### src/logic/ood_params.svh
// timing and code constants for the one-of-eight decoder host controller
`ifndef OOD_PARAMS_SVH
`define OOD_PARAMS_SVH
`define OOD_CLK_PERIOD_NS 50
`define OOD_DEC_DELAY_NS 18
`define OOD_SETTLE_CYC ((`OOD_DEC_DELAY_NS + `OOD_CLK_PERIOD_NS - 1) / `OOD_CLK_PERIOD_NS)
`define OOD_ST_FIRST 3'h2
`define OOD_ST_FIRST_INT 3'h6
`define OOD_ST_SECOND 3'h4
`define OOD_ST_WAIT 3'h0
`define OOD_ST_THIRD 3'h1
`define OOD_ST_STOP 3'h3
`define OOD_ST_FOURTH 3'h7
`define OOD_ST_FIFTH 3'h5
`define OOD_NUM_DEC 3
`define OOD_ADDR_W 5
`endif

### src/logic/ood_pkg.sv
// types for the one-of-eight decoder host controller
package ood_pkg;
	typedef enum logic [1:0] {
		OOD_IDLE,
		OOD_DRIVE,
		OOD_SAMPLE
	} ood_seq_t;
endpackage

### src/logic/ood_sync.sv
// two flip-flop synchroniser for a bus of pin inputs
`timescale 1ns/100ps
module ood_sync #(
	parameter int WIDTH = 8
) (
	// clock and reset
	input wire logic clk_in,
	input wire logic arst_n_in,
	// data
	input wire logic [WIDTH-1:0] d_in,
	output logic [WIDTH-1:0] q_out
);
	logic [WIDTH-1:0] meta;

	always_ff @(posedge clk_in or negedge arst_n_in) begin
		if (!arst_n_in) begin
			meta <= '1;
			q_out <= '1;
		end else begin
			meta <= d_in;
			q_out <= meta;
		end
	end
endmodule // ood_sync

### src/logic/ood_host.sv
// host controller that drives a cascaded one-of-eight decoder array and reads its selects
//
// Overview of operation
// - one decoder output may enable each of up to eight downstream decoders.
// - three decoders on five weighted address lines give 24 exclusive selects.
// - upper address bits pick the chip select; lower bits go to every device.
// - state lines feed selects; second clock phase and sync feed the enables.
// - system reset gates an enable so no strobe appears during reset.
// - state codes map to the eight machine states as tabled.
`timescale 1ns/100ps
`include "ood_params.svh"
module ood_host #(
	parameter int NUM_DEC = `OOD_NUM_DEC,
	parameter int ADDR_W = `OOD_ADDR_W,
	parameter int SETTLE_CYC = `OOD_SETTLE_CYC
) (
	// clock and reset
	input wire logic ref_clk_in,
	input wire logic arst_n_in,
	// user request: decode an address
	input wire logic req_in,
	input wire logic [ADDR_W-1:0] addr_in,
	output logic busy_out,
	output logic done_out,
	output logic [NUM_DEC*8-1:0] selects_n_out,
	output logic exclusive_ok_out,
	// user request: machine-state strobe
	input wire logic [2:0] cpu_state_in,
	input wire logic phase2_in,
	input wire logic sync_n_in,
	input wire logic sys_reset_in,
	// pins to each decoder of the array
	output logic select_bit_weight1_out,
	output logic select_bit_weight2_out,
	output logic select_bit_weight4_out,
	output logic [NUM_DEC-1:0] enable_low_first_out,
	output logic [NUM_DEC-1:0] enable_low_second_out,
	output logic [NUM_DEC-1:0] enable_high_third_out,
	input wire logic [NUM_DEC*8-1:0] decoded_out_n_in,
	// state decoder pins
	output logic cpu_state_line_first_out,
	output logic cpu_state_line_second_out,
	output logic cpu_state_line_third_out,
	output logic strobe_phase2_out,
	output logic strobe_sync_n_out,
	output logic strobe_reset_n_out,
	input wire logic [7:0] state_strobe_n_in,
	output logic first_state_strobe_out,
	output logic [7:0] state_strobes_out
);
	localparam int SW = (SETTLE_CYC < 2) ? 2 : $clog2(SETTLE_CYC + 1) + 1;

	ood_pkg::ood_seq_t seq;
	logic [SW-1:0] wait_cnt;
	logic [ADDR_W-1:0] addr_q;
	logic [NUM_DEC*8-1:0] sel_sync;
	logic [7:0] strobe_sync;
	logic [ADDR_W-4:0] bank;
	logic [NUM_DEC*8-1:0] expect_n;
	logic [NUM_DEC*8-1:0] next_expect_n;

	// decoder outputs come from asynchronous logic; only read after the settle wait
	ood_sync #(.WIDTH(NUM_DEC*8)) u_sel_sync (
		.clk_in(ref_clk_in),
		.arst_n_in(arst_n_in),
		.d_in(decoded_out_n_in),
		.q_out(sel_sync)
	);

	// strobes are synchronised as one word, so a code change lands in a single cycle
	ood_sync #(.WIDTH(8)) u_strobe_sync (
		.clk_in(ref_clk_in),
		.arst_n_in(arst_n_in),
		.d_in(state_strobe_n_in),
		.q_out(strobe_sync)
	);

	assign bank = addr_q[ADDR_W-1:3];

	// predicted decoder array answer for the latched address
	always_comb begin
		next_expect_n = '1;
		for (int i = 0; i < NUM_DEC*8; i++) begin
			if (i[ADDR_W-1:0] == addr_q) begin
				next_expect_n[i] = 1'b0;
			end
		end
	end
	assign expect_n = next_expect_n;

	// request sequencer: drive pins, wait settle plus synchroniser, then sample
	always_ff @(posedge ref_clk_in or negedge arst_n_in) begin
		if (!arst_n_in) begin
			seq <= ood_pkg::OOD_IDLE;
			wait_cnt <= '0;
			addr_q <= '0;
			busy_out <= 1'b0;
			done_out <= 1'b0;
		end else begin
			done_out <= 1'b0;
			unique case (seq)
				ood_pkg::OOD_IDLE: begin
					if (req_in) begin
						addr_q <= addr_in;
						busy_out <= 1'b1;
						wait_cnt <= '0;
						seq <= ood_pkg::OOD_DRIVE;
					end
				end
				ood_pkg::OOD_DRIVE: begin
					// settle time plus two synchroniser stages
					if (wait_cnt == SW'(SETTLE_CYC + 2)) begin
						seq <= ood_pkg::OOD_SAMPLE;
					end else begin
						wait_cnt <= wait_cnt + SW'(1);
					end
				end
				ood_pkg::OOD_SAMPLE: begin
					busy_out <= 1'b0;
					done_out <= 1'b1;
					seq <= ood_pkg::OOD_IDLE;
				end
				// the fourth code of the state register is unused; fall back to idle
				default: begin
					busy_out <= 1'b0;
					seq <= ood_pkg::OOD_IDLE;
				end
			endcase
		end
	end

	// address pins: low bits go to every decoder of the array
	always_ff @(posedge ref_clk_in or negedge arst_n_in) begin
		if (!arst_n_in) begin
			select_bit_weight1_out <= 1'b0;
			select_bit_weight2_out <= 1'b0;
			select_bit_weight4_out <= 1'b0;
		end else begin
			select_bit_weight1_out <= addr_q[0];
			select_bit_weight2_out <= addr_q[1];
			select_bit_weight4_out <= addr_q[2];
		end
	end

	// enables: upper bits choose the one decoder that may answer
	always_ff @(posedge ref_clk_in or negedge arst_n_in) begin
		if (!arst_n_in) begin
			enable_low_first_out <= '1;
			enable_low_second_out <= '1;
			enable_high_third_out <= '0;
		end else begin
			for (int d = 0; d < NUM_DEC; d++) begin
				// only the addressed decoder gets its full enable
				if (seq != ood_pkg::OOD_IDLE && bank == d[ADDR_W-4:0]) begin
					enable_low_first_out[d] <= 1'b0;
					enable_low_second_out[d] <= 1'b0;
					enable_high_third_out[d] <= 1'b1;
				end else begin
					enable_low_first_out[d] <= 1'b1;
					enable_low_second_out[d] <= 1'b0;
					enable_high_third_out[d] <= 1'b1;
				end
			end
		end
	end

	// sampled result, held until the next sample
	always_ff @(posedge ref_clk_in or negedge arst_n_in) begin
		if (!arst_n_in) begin
			selects_n_out <= '1;
		end else if (seq == ood_pkg::OOD_SAMPLE) begin
			selects_n_out <= sel_sync;
		end
	end

	// exclusivity check against the prediction for the latched address
	always_ff @(posedge ref_clk_in or negedge arst_n_in) begin
		if (!arst_n_in) begin
			exclusive_ok_out <= 1'b0;
		end else if (seq == ood_pkg::OOD_SAMPLE) begin
			exclusive_ok_out <= (sel_sync == expect_n);
		end
	end

	// state lines to the select pins of the state decoder
	always_ff @(posedge ref_clk_in or negedge arst_n_in) begin
		if (!arst_n_in) begin
			cpu_state_line_first_out <= 1'b0;
			cpu_state_line_second_out <= 1'b0;
			cpu_state_line_third_out <= 1'b0;
		end else begin
			// state line order puts first line at weight one
			cpu_state_line_first_out <= cpu_state_in[0];
			cpu_state_line_second_out <= cpu_state_in[1];
			cpu_state_line_third_out <= cpu_state_in[2];
		end
	end

	// gating pins: phase2 and sync gate, reset masks strobes
	always_ff @(posedge ref_clk_in or negedge arst_n_in) begin
		if (!arst_n_in) begin
			strobe_phase2_out <= 1'b0;
			strobe_sync_n_out <= 1'b1;
			strobe_reset_n_out <= 1'b0;
		end else begin
			strobe_phase2_out <= phase2_in;
			strobe_sync_n_out <= sync_n_in;
			strobe_reset_n_out <= !sys_reset_in;
		end
	end

	// strobes gathered back, active high to the user
	always_ff @(posedge ref_clk_in or negedge arst_n_in) begin
		if (!arst_n_in) begin
			state_strobes_out <= '0;
			first_state_strobe_out <= 1'b0;
		end else begin
			state_strobes_out <= ~strobe_sync;
			// first state is code 010 on first, second, third lines
			first_state_strobe_out <= !strobe_sync[`OOD_ST_FIRST];
		end
	end
endmodule // ood_host

### config.mk
export PLATFORM = sky130hd
export DESIGN_NAME = ood_host
export DESIGN_NICKNAME = d
export VERILOG_FILES = /design/src/logic/ood_pkg.sv /design/src/logic/ood_sync.sv /design/src/logic/ood_host.sv
export VERILOG_INCLUDE_DIRS = /design/src /design/src/logic
export SDC_FILE = /design/constraint.sdc
export NUM_CORES = 1
export LEC_CHECK = 0
export ABC_AREA = 1
export BUFFER_PORTS_ARGS = -buffer_cell sky130_fd_sc_hd__buf_2
export CAP_MARGIN = 25
export CORE_MARGIN = 8
export CORE_UTILIZATION = 52
export CTS_CLUSTER_SIZE = 28
export DETAILED_ROUTE_END_ITERATION = 10
export PLACE_DENSITY = 0.85
export SYNTH_ARGS = -nofsm -noshare
export SYNTH_HDL_FRONTEND = slang
export SYNTH_SLANG_ARGS = --single-unit
### constraint.sdc
create_clock -name ref_clk_in -period 2 [get_ports ref_clk_in]
set_input_delay 0.4 -clock ref_clk_in [delete_from_list [all_inputs] [get_ports ref_clk_in]]
set_output_delay 0.4 -clock ref_clk_in [all_outputs]
set_load 0.02 [all_outputs]
After elaboration in Yosys (flattened, before gate mapping)
Cells that the tools add are included.
{ "word_totals": {"ff_bits": 125, "output_inout_bits": 54, "word_cells": 110} }
{ "classes": {"add_sub_neg": 1, "n_eq_ne": 32, "n_mux": 36, "bitwise_logic": 2, "n_reduce_logical": 14} }
{ "op_table": {"columns": ["cell", "count"], "rows": [
  ["$eq 4x5->1 const A", 8],
  ["$eq 5x5->1 const A", 8],
  ["$mux 1", 29],
  ["$eq 24x24->1", 1],
  ["$eq 3x5->1 const A", 4],
  ["$eq 2x5->1 const A", 2],
  ["$mux 2", 4],
  ["$not 8->8", 1],
  ["$pmux 2 s2", 2],
  ["$eq 2x2->1 const B", 3],
  ["$ne 2x2->1 const B", 3],
  ["$reduce_and 2->1", 3],
  ["$eq 1x5->1 const A", 1],
  ["$logic_not 5->1", 1],
  ["$eq 2x1->1 const B", 2],
  ["$logic_not 2->1", 2],
  ["$reduce_bool 2->1", 2],
  ["$logic_and 1x1->1", 3],
  ["$reduce_and 3->1", 1],
  ["$add 2x1->2 const B", 1],
  ["$logic_not 1->1", 2],
  ["$pmux 1 s2", 1],
  ["$not 1->1", 1]
]} }

Depth between registers and ports, before layout
{ "logic_depth": {"word_depth": 3, "depth_mapped": 11, "mapped_depth_nobuf": 11} }

By module
Synthesis repeated with hierarchy kept, for this count alone.
{ "hier_totals": {"cells_unflattened": 388, "hier_area_um2": 4321.6} }
{ "modules_own_cells": {"columns": ["mod", "instances", "cells_per_inst", "area_per_inst_um2", "seq_area_each_um2"], "rows": [
  ["ood_host", 1, 324, 2640.0, 1487.7],
  ["ood_sync (u_sel_sync)", 1, 48, 1261.2, 1261.2],
  ["ood_sync (u_strobe_sync)", 1, 16, 420.4, 420.4]
]} }

Worst setup path after synthesis
OpenSTA, ideal clock, no wires.
{ "synth_timing": {"kind": "register -> register", "startpoint": "register addr_q[2]", "endpoint": "register exclusive_ok_out", "arrival_ns": 1.297, "required_time_ns": 1.925, "path_slack_ns": 0.628, "path_stages_with_launch": 9, "path_buffers": 1, "period_less_slack_ns": 1.372, "path_cell_list": "dfrtp_1 nor2_2 buf_4 nand3_1 nand2_1 nand3_1 nor2_1 nand3_1 o21bai_2"} }
{ "synth_via": {"elab_chain_cells": 3, "elab_cells_between_ends": 49} }
{ "synth_lines": {"columns": ["item", "line", "text"], "rows": [
  ["start: declaration", "ood_host.sv:55", "logic [ADDR_W-1:0] addr_q;"],
  ["start signal: assignment", "ood_host.sv:104", "addr_q <= addr_in;"],
  ["$eq 1x5->1, or another cell as far along", "ood_host.sv:84", "if (i[ADDR_W-1:0] == addr_q) begin"],
  ["$mux 1", "ood_host.sv:84", null],
  ["$eq 24x24->1 *", "ood_host.sv:181", "exclusive_ok_out <= (sel_sync == expect_n);"],
  ["end signal: assignment", "ood_host.sv:181", null],
  ["end: declaration", "ood_host.sv:26", "output logic exclusive_ok_out,"]
]} }
Mark *: on every way between the ends. The rest lies on a longest branch, timed or not.
A chain may end at the register's enable or synchronous reset.

Worst setup path after layout
Same ends and word-level chain as after synthesis.

==> metrics <==
Core Box Area=around 0.008 mm²; Clock Skew=0.00572 ns; Compound-Gate Fraction of Synth Area=around 4.2%; largest family of logic cells by synthesized area=simple AND/OR/NAND/NOR gates; CP dominant cell by count=nand2_1; post-synthesis mux area share=0%; pin count of the biggest net entering global routing=just under 60; Ant. Diodes=0; placed cells=approximately 600; share of post-route cells with drive strength above 1=roughly 43%; YS warnings=0; slew of the pin with the lowest slew margin=~0.53 ns; DP HPWL=roughly 7000 µm; Max clock buf depth=2; run status=finished, final reports clean; most common cell after layout, fill and taps aside=buf_2; TNS Setup=0 ns; CTS H-tree lvls=4; Critical Path Source=addr_q[2]; via/cell ratio=approximately 4.8; via count=about 3,100; leak pwr=between 2 and 3 nW; GR Overflow Total=0; Fin. Hold Viols=0; synth-to-layout area growth=35.3%; Post-CTS Setup Bufs=0; Fill cells=~600; Synth Area per Inst=around 11 µm²; chip height=~110 µm; Post-Synth Adder-Cell Area=less than 1%; Crit path depth=9; Required @ worst endpoint=around 2.4 ns; GP Congestion=approximately 0.87; Slew HR=between 60% and 70%; WL per Instance=around 15 µm; # clock sinks=122; top sig layer=met4; First DRT Iteration DRCs=around 200; Crit path largest cell delay=approximately 0.48 ns; element type at the critical path end=register; clk_lat worst skew=between 0.5 and 0.6 ns; final WL=around 10,000 µm; power density cells=about 1400 mW/mm²; worst-path fanout max=14; Remaining DRCs=0; R2R cell count=9; Power, Total=around 8.3 mW; Cell Chain, Critical Path=nor2_2, nand3_1, nand2_1, nand2_1, nor2_1, nand2_1, nor2_1, nand2_1, o21bai_2; Reg clk slew, reported paths=~0.060 ns; Max Cap Viol=0; xor/xnor share of the synthesized area=0%; maximum vdd drop=about 0.85 mV; Reg2Reg Setup Slack=approximately 0.23 ns; reg-to-reg endpoint=exclusive_ok_out; clk root buf=clkbuf_8; Die X=108 µm; post-synthesis sequential area ratio=between 70% and 80%; met1 WL=roughly 4000 µm; Total GRT Usage=roughly 18%; HP Class=input port to register; fmax=0.564 GHz; met2 routed WL=around 5200 µm; Worst Path Buf+Inv=0; vias in the first global route=3,320; Die ar.=0.0116 mm²; I/O pins=100; leading cell types in the layout, fill and taps excluded=buf_2, nand2_1, dfstp_2, inv_1, dlygate4sd3_1; Final #Nets=585; fin crit period=about 1.8 ns; first-pass GRT wire length=about 16,000 µm; Post-Layout Cell Count=656; critical path's top delay family=simple AND/OR/NAND/NOR gates; critical path class=register to register; CTS tree=done; Antenna Violating Nets Remaining=0; starting density of the core=between 50% and 60%; R2R Path Start=addr_q[2]; critical path launch point type=register; flops & latches, synth=between 100 and 150; Setup crit end=exclusive_ok_out; Unique masters post-synth=20; post-synthesis cell count=around 400; Arr. time, crit path=2.21 ns; period utilisation layout=around nine tenths; Synth Net Count=438; metal3 WL=between 700 and 800 µm; mapped cell area=roughly 0.0044 mm²; max-slew violations=0; CP max stage cell=dfrtp_1; PortBufs=between 90 and 100; pre-CTS setup slack=~0.26 ns; unrepaired setup endpoints after global routing=no; Setup Viol. Count Final=0; cts bufs inserted=17; antenna violations before repair=0; row cnt=33; drt pass-1 iters=4; post-route setup slack=0.225 ns; Synth Area in Simple Gates=16.4%
-- worst register-to-register path, cell delays in order (launching register included) --
cell,delay [ns]
dfrtp_1,0.48
nor2_2,0.48
nand3_1,0.18
nand2_1,0.09
nand2_1,0.05
nor2_1,0.09
nand2_1,0.05
nor2_1,0.11
nand2_1,0.08
o21bai_2,0.10
-- routing by layer --
metal,GRT usage (%),vias to the layer above
li1,-,1509
met1,20.6,1491
met2,31.1,106
met3,6.83,12
met4,5.65,0
met5,0,-
-- stage by stage --
step | hold slack, ns | utilization [%] | instance area [µm²]
CTS | 0.00665 | 72.2 | 5900
finish | 0.0333 | 72.2 | 5900
detailed placement | 0.340 | 60.6 | 4950
floorplan | 0.104 | - | 4360
global placement | 0.332 | 60.6 | 4950
global route | 0.0117 | 72.2 | 5900
-- cells by family after synthesis --
group	count (synthesis)
buf+inv	63
flops	122
compound gates	35
simple gates	168
fa+ha+maj	1
other cells	2
-- worst min path at each step --
stage | cells past startpoint | slack [ns] | from | endpoint
finish | 2 | 0.03 | sys_reset_in | strobe_reset_n_out
global route | 2 | 0.01 | sys_reset_in | strobe_reset_n_out
CTS | 2 | 0.007 | sys_reset_in | strobe_reset_n_out
detailed placement | 1 | 0.34 | arst_n_in | enable_high_third_out[0]
global placement | 1 | 0.33 | arst_n_in | enable_high_third_out[0]
floorplan | 0 | 0.10 | arst_n_in | addr_q[0]
-- Yosys cell counts (all sizes together) --
| cell | n | area share [%] |
|---|---|---|
| o21bai | 1 | 0.26 |
| nand3 | 35 | 4.0 |
| conb | 2 | 0.17 |
| dfstp | 93 | 56 |
| nor2 | 30 | 3.1 |
| o211ai | 1 | 0.17 |
| o21ai | 28 | 3.2 |
| nand4 | 7 | 1.0 |
| inv | 48 | 4.1 |
| ha | 1 | 0.29 |
| dfrtp | 29 | 17 |
| nand2 | 96 | 8.3 |
| a21oi | 5 | 0.57 |
| buf | 11 | 1.8 |
| clkbuf | 4 | 0.34 |
-- power breakdown --
group | switching, mW | internal, mW | leakage (nW) | total, mW
combinational | 1.34 | 0.623 | 1.28 | 1.96
sequential | 0.323 | 3.19 | 1.32 | 3.51
clock | 1.18 | 1.69 | 0.277 | 2.87
-- state kept, by name (all words and copies together), names as in the netlist, 2 cells and up --
register	count
selects_n_out	24
u_sel_sync.meta	24
u_sel_sync.q_out	24
state_strobes_out	8
u_strobe_sync.meta	8
u_strobe_sync.q_out	8
addr_q	5
enable_low_first_out	3
seq	2
wait_cnt	2
-- timing repair --
| action | 4_1_cts | 5_1_grt |
|---|---|---|
| endpoints found under the hold margin | 50 | 0 |
| resized for setup | 0 | 0 |
| setup endpoints to repair | 0 | 0 |
| hold buffers | 38 | 0 |
-- final cells by class --
class                           instances  area [µm²]  area share, %
Clock buffer                           17         414           7.02
Clock inverter                         15         150           2.55
Sequential cell                       122        3170           53.7
Multi-Input combinational cell        206         918           15.6
Tap cell                              105         131           2.23
Inverter                               48         180           3.05
Timing Repair Buffer                  143         936           15.9
Note: power is estimated with default switching activity, not from simulation.
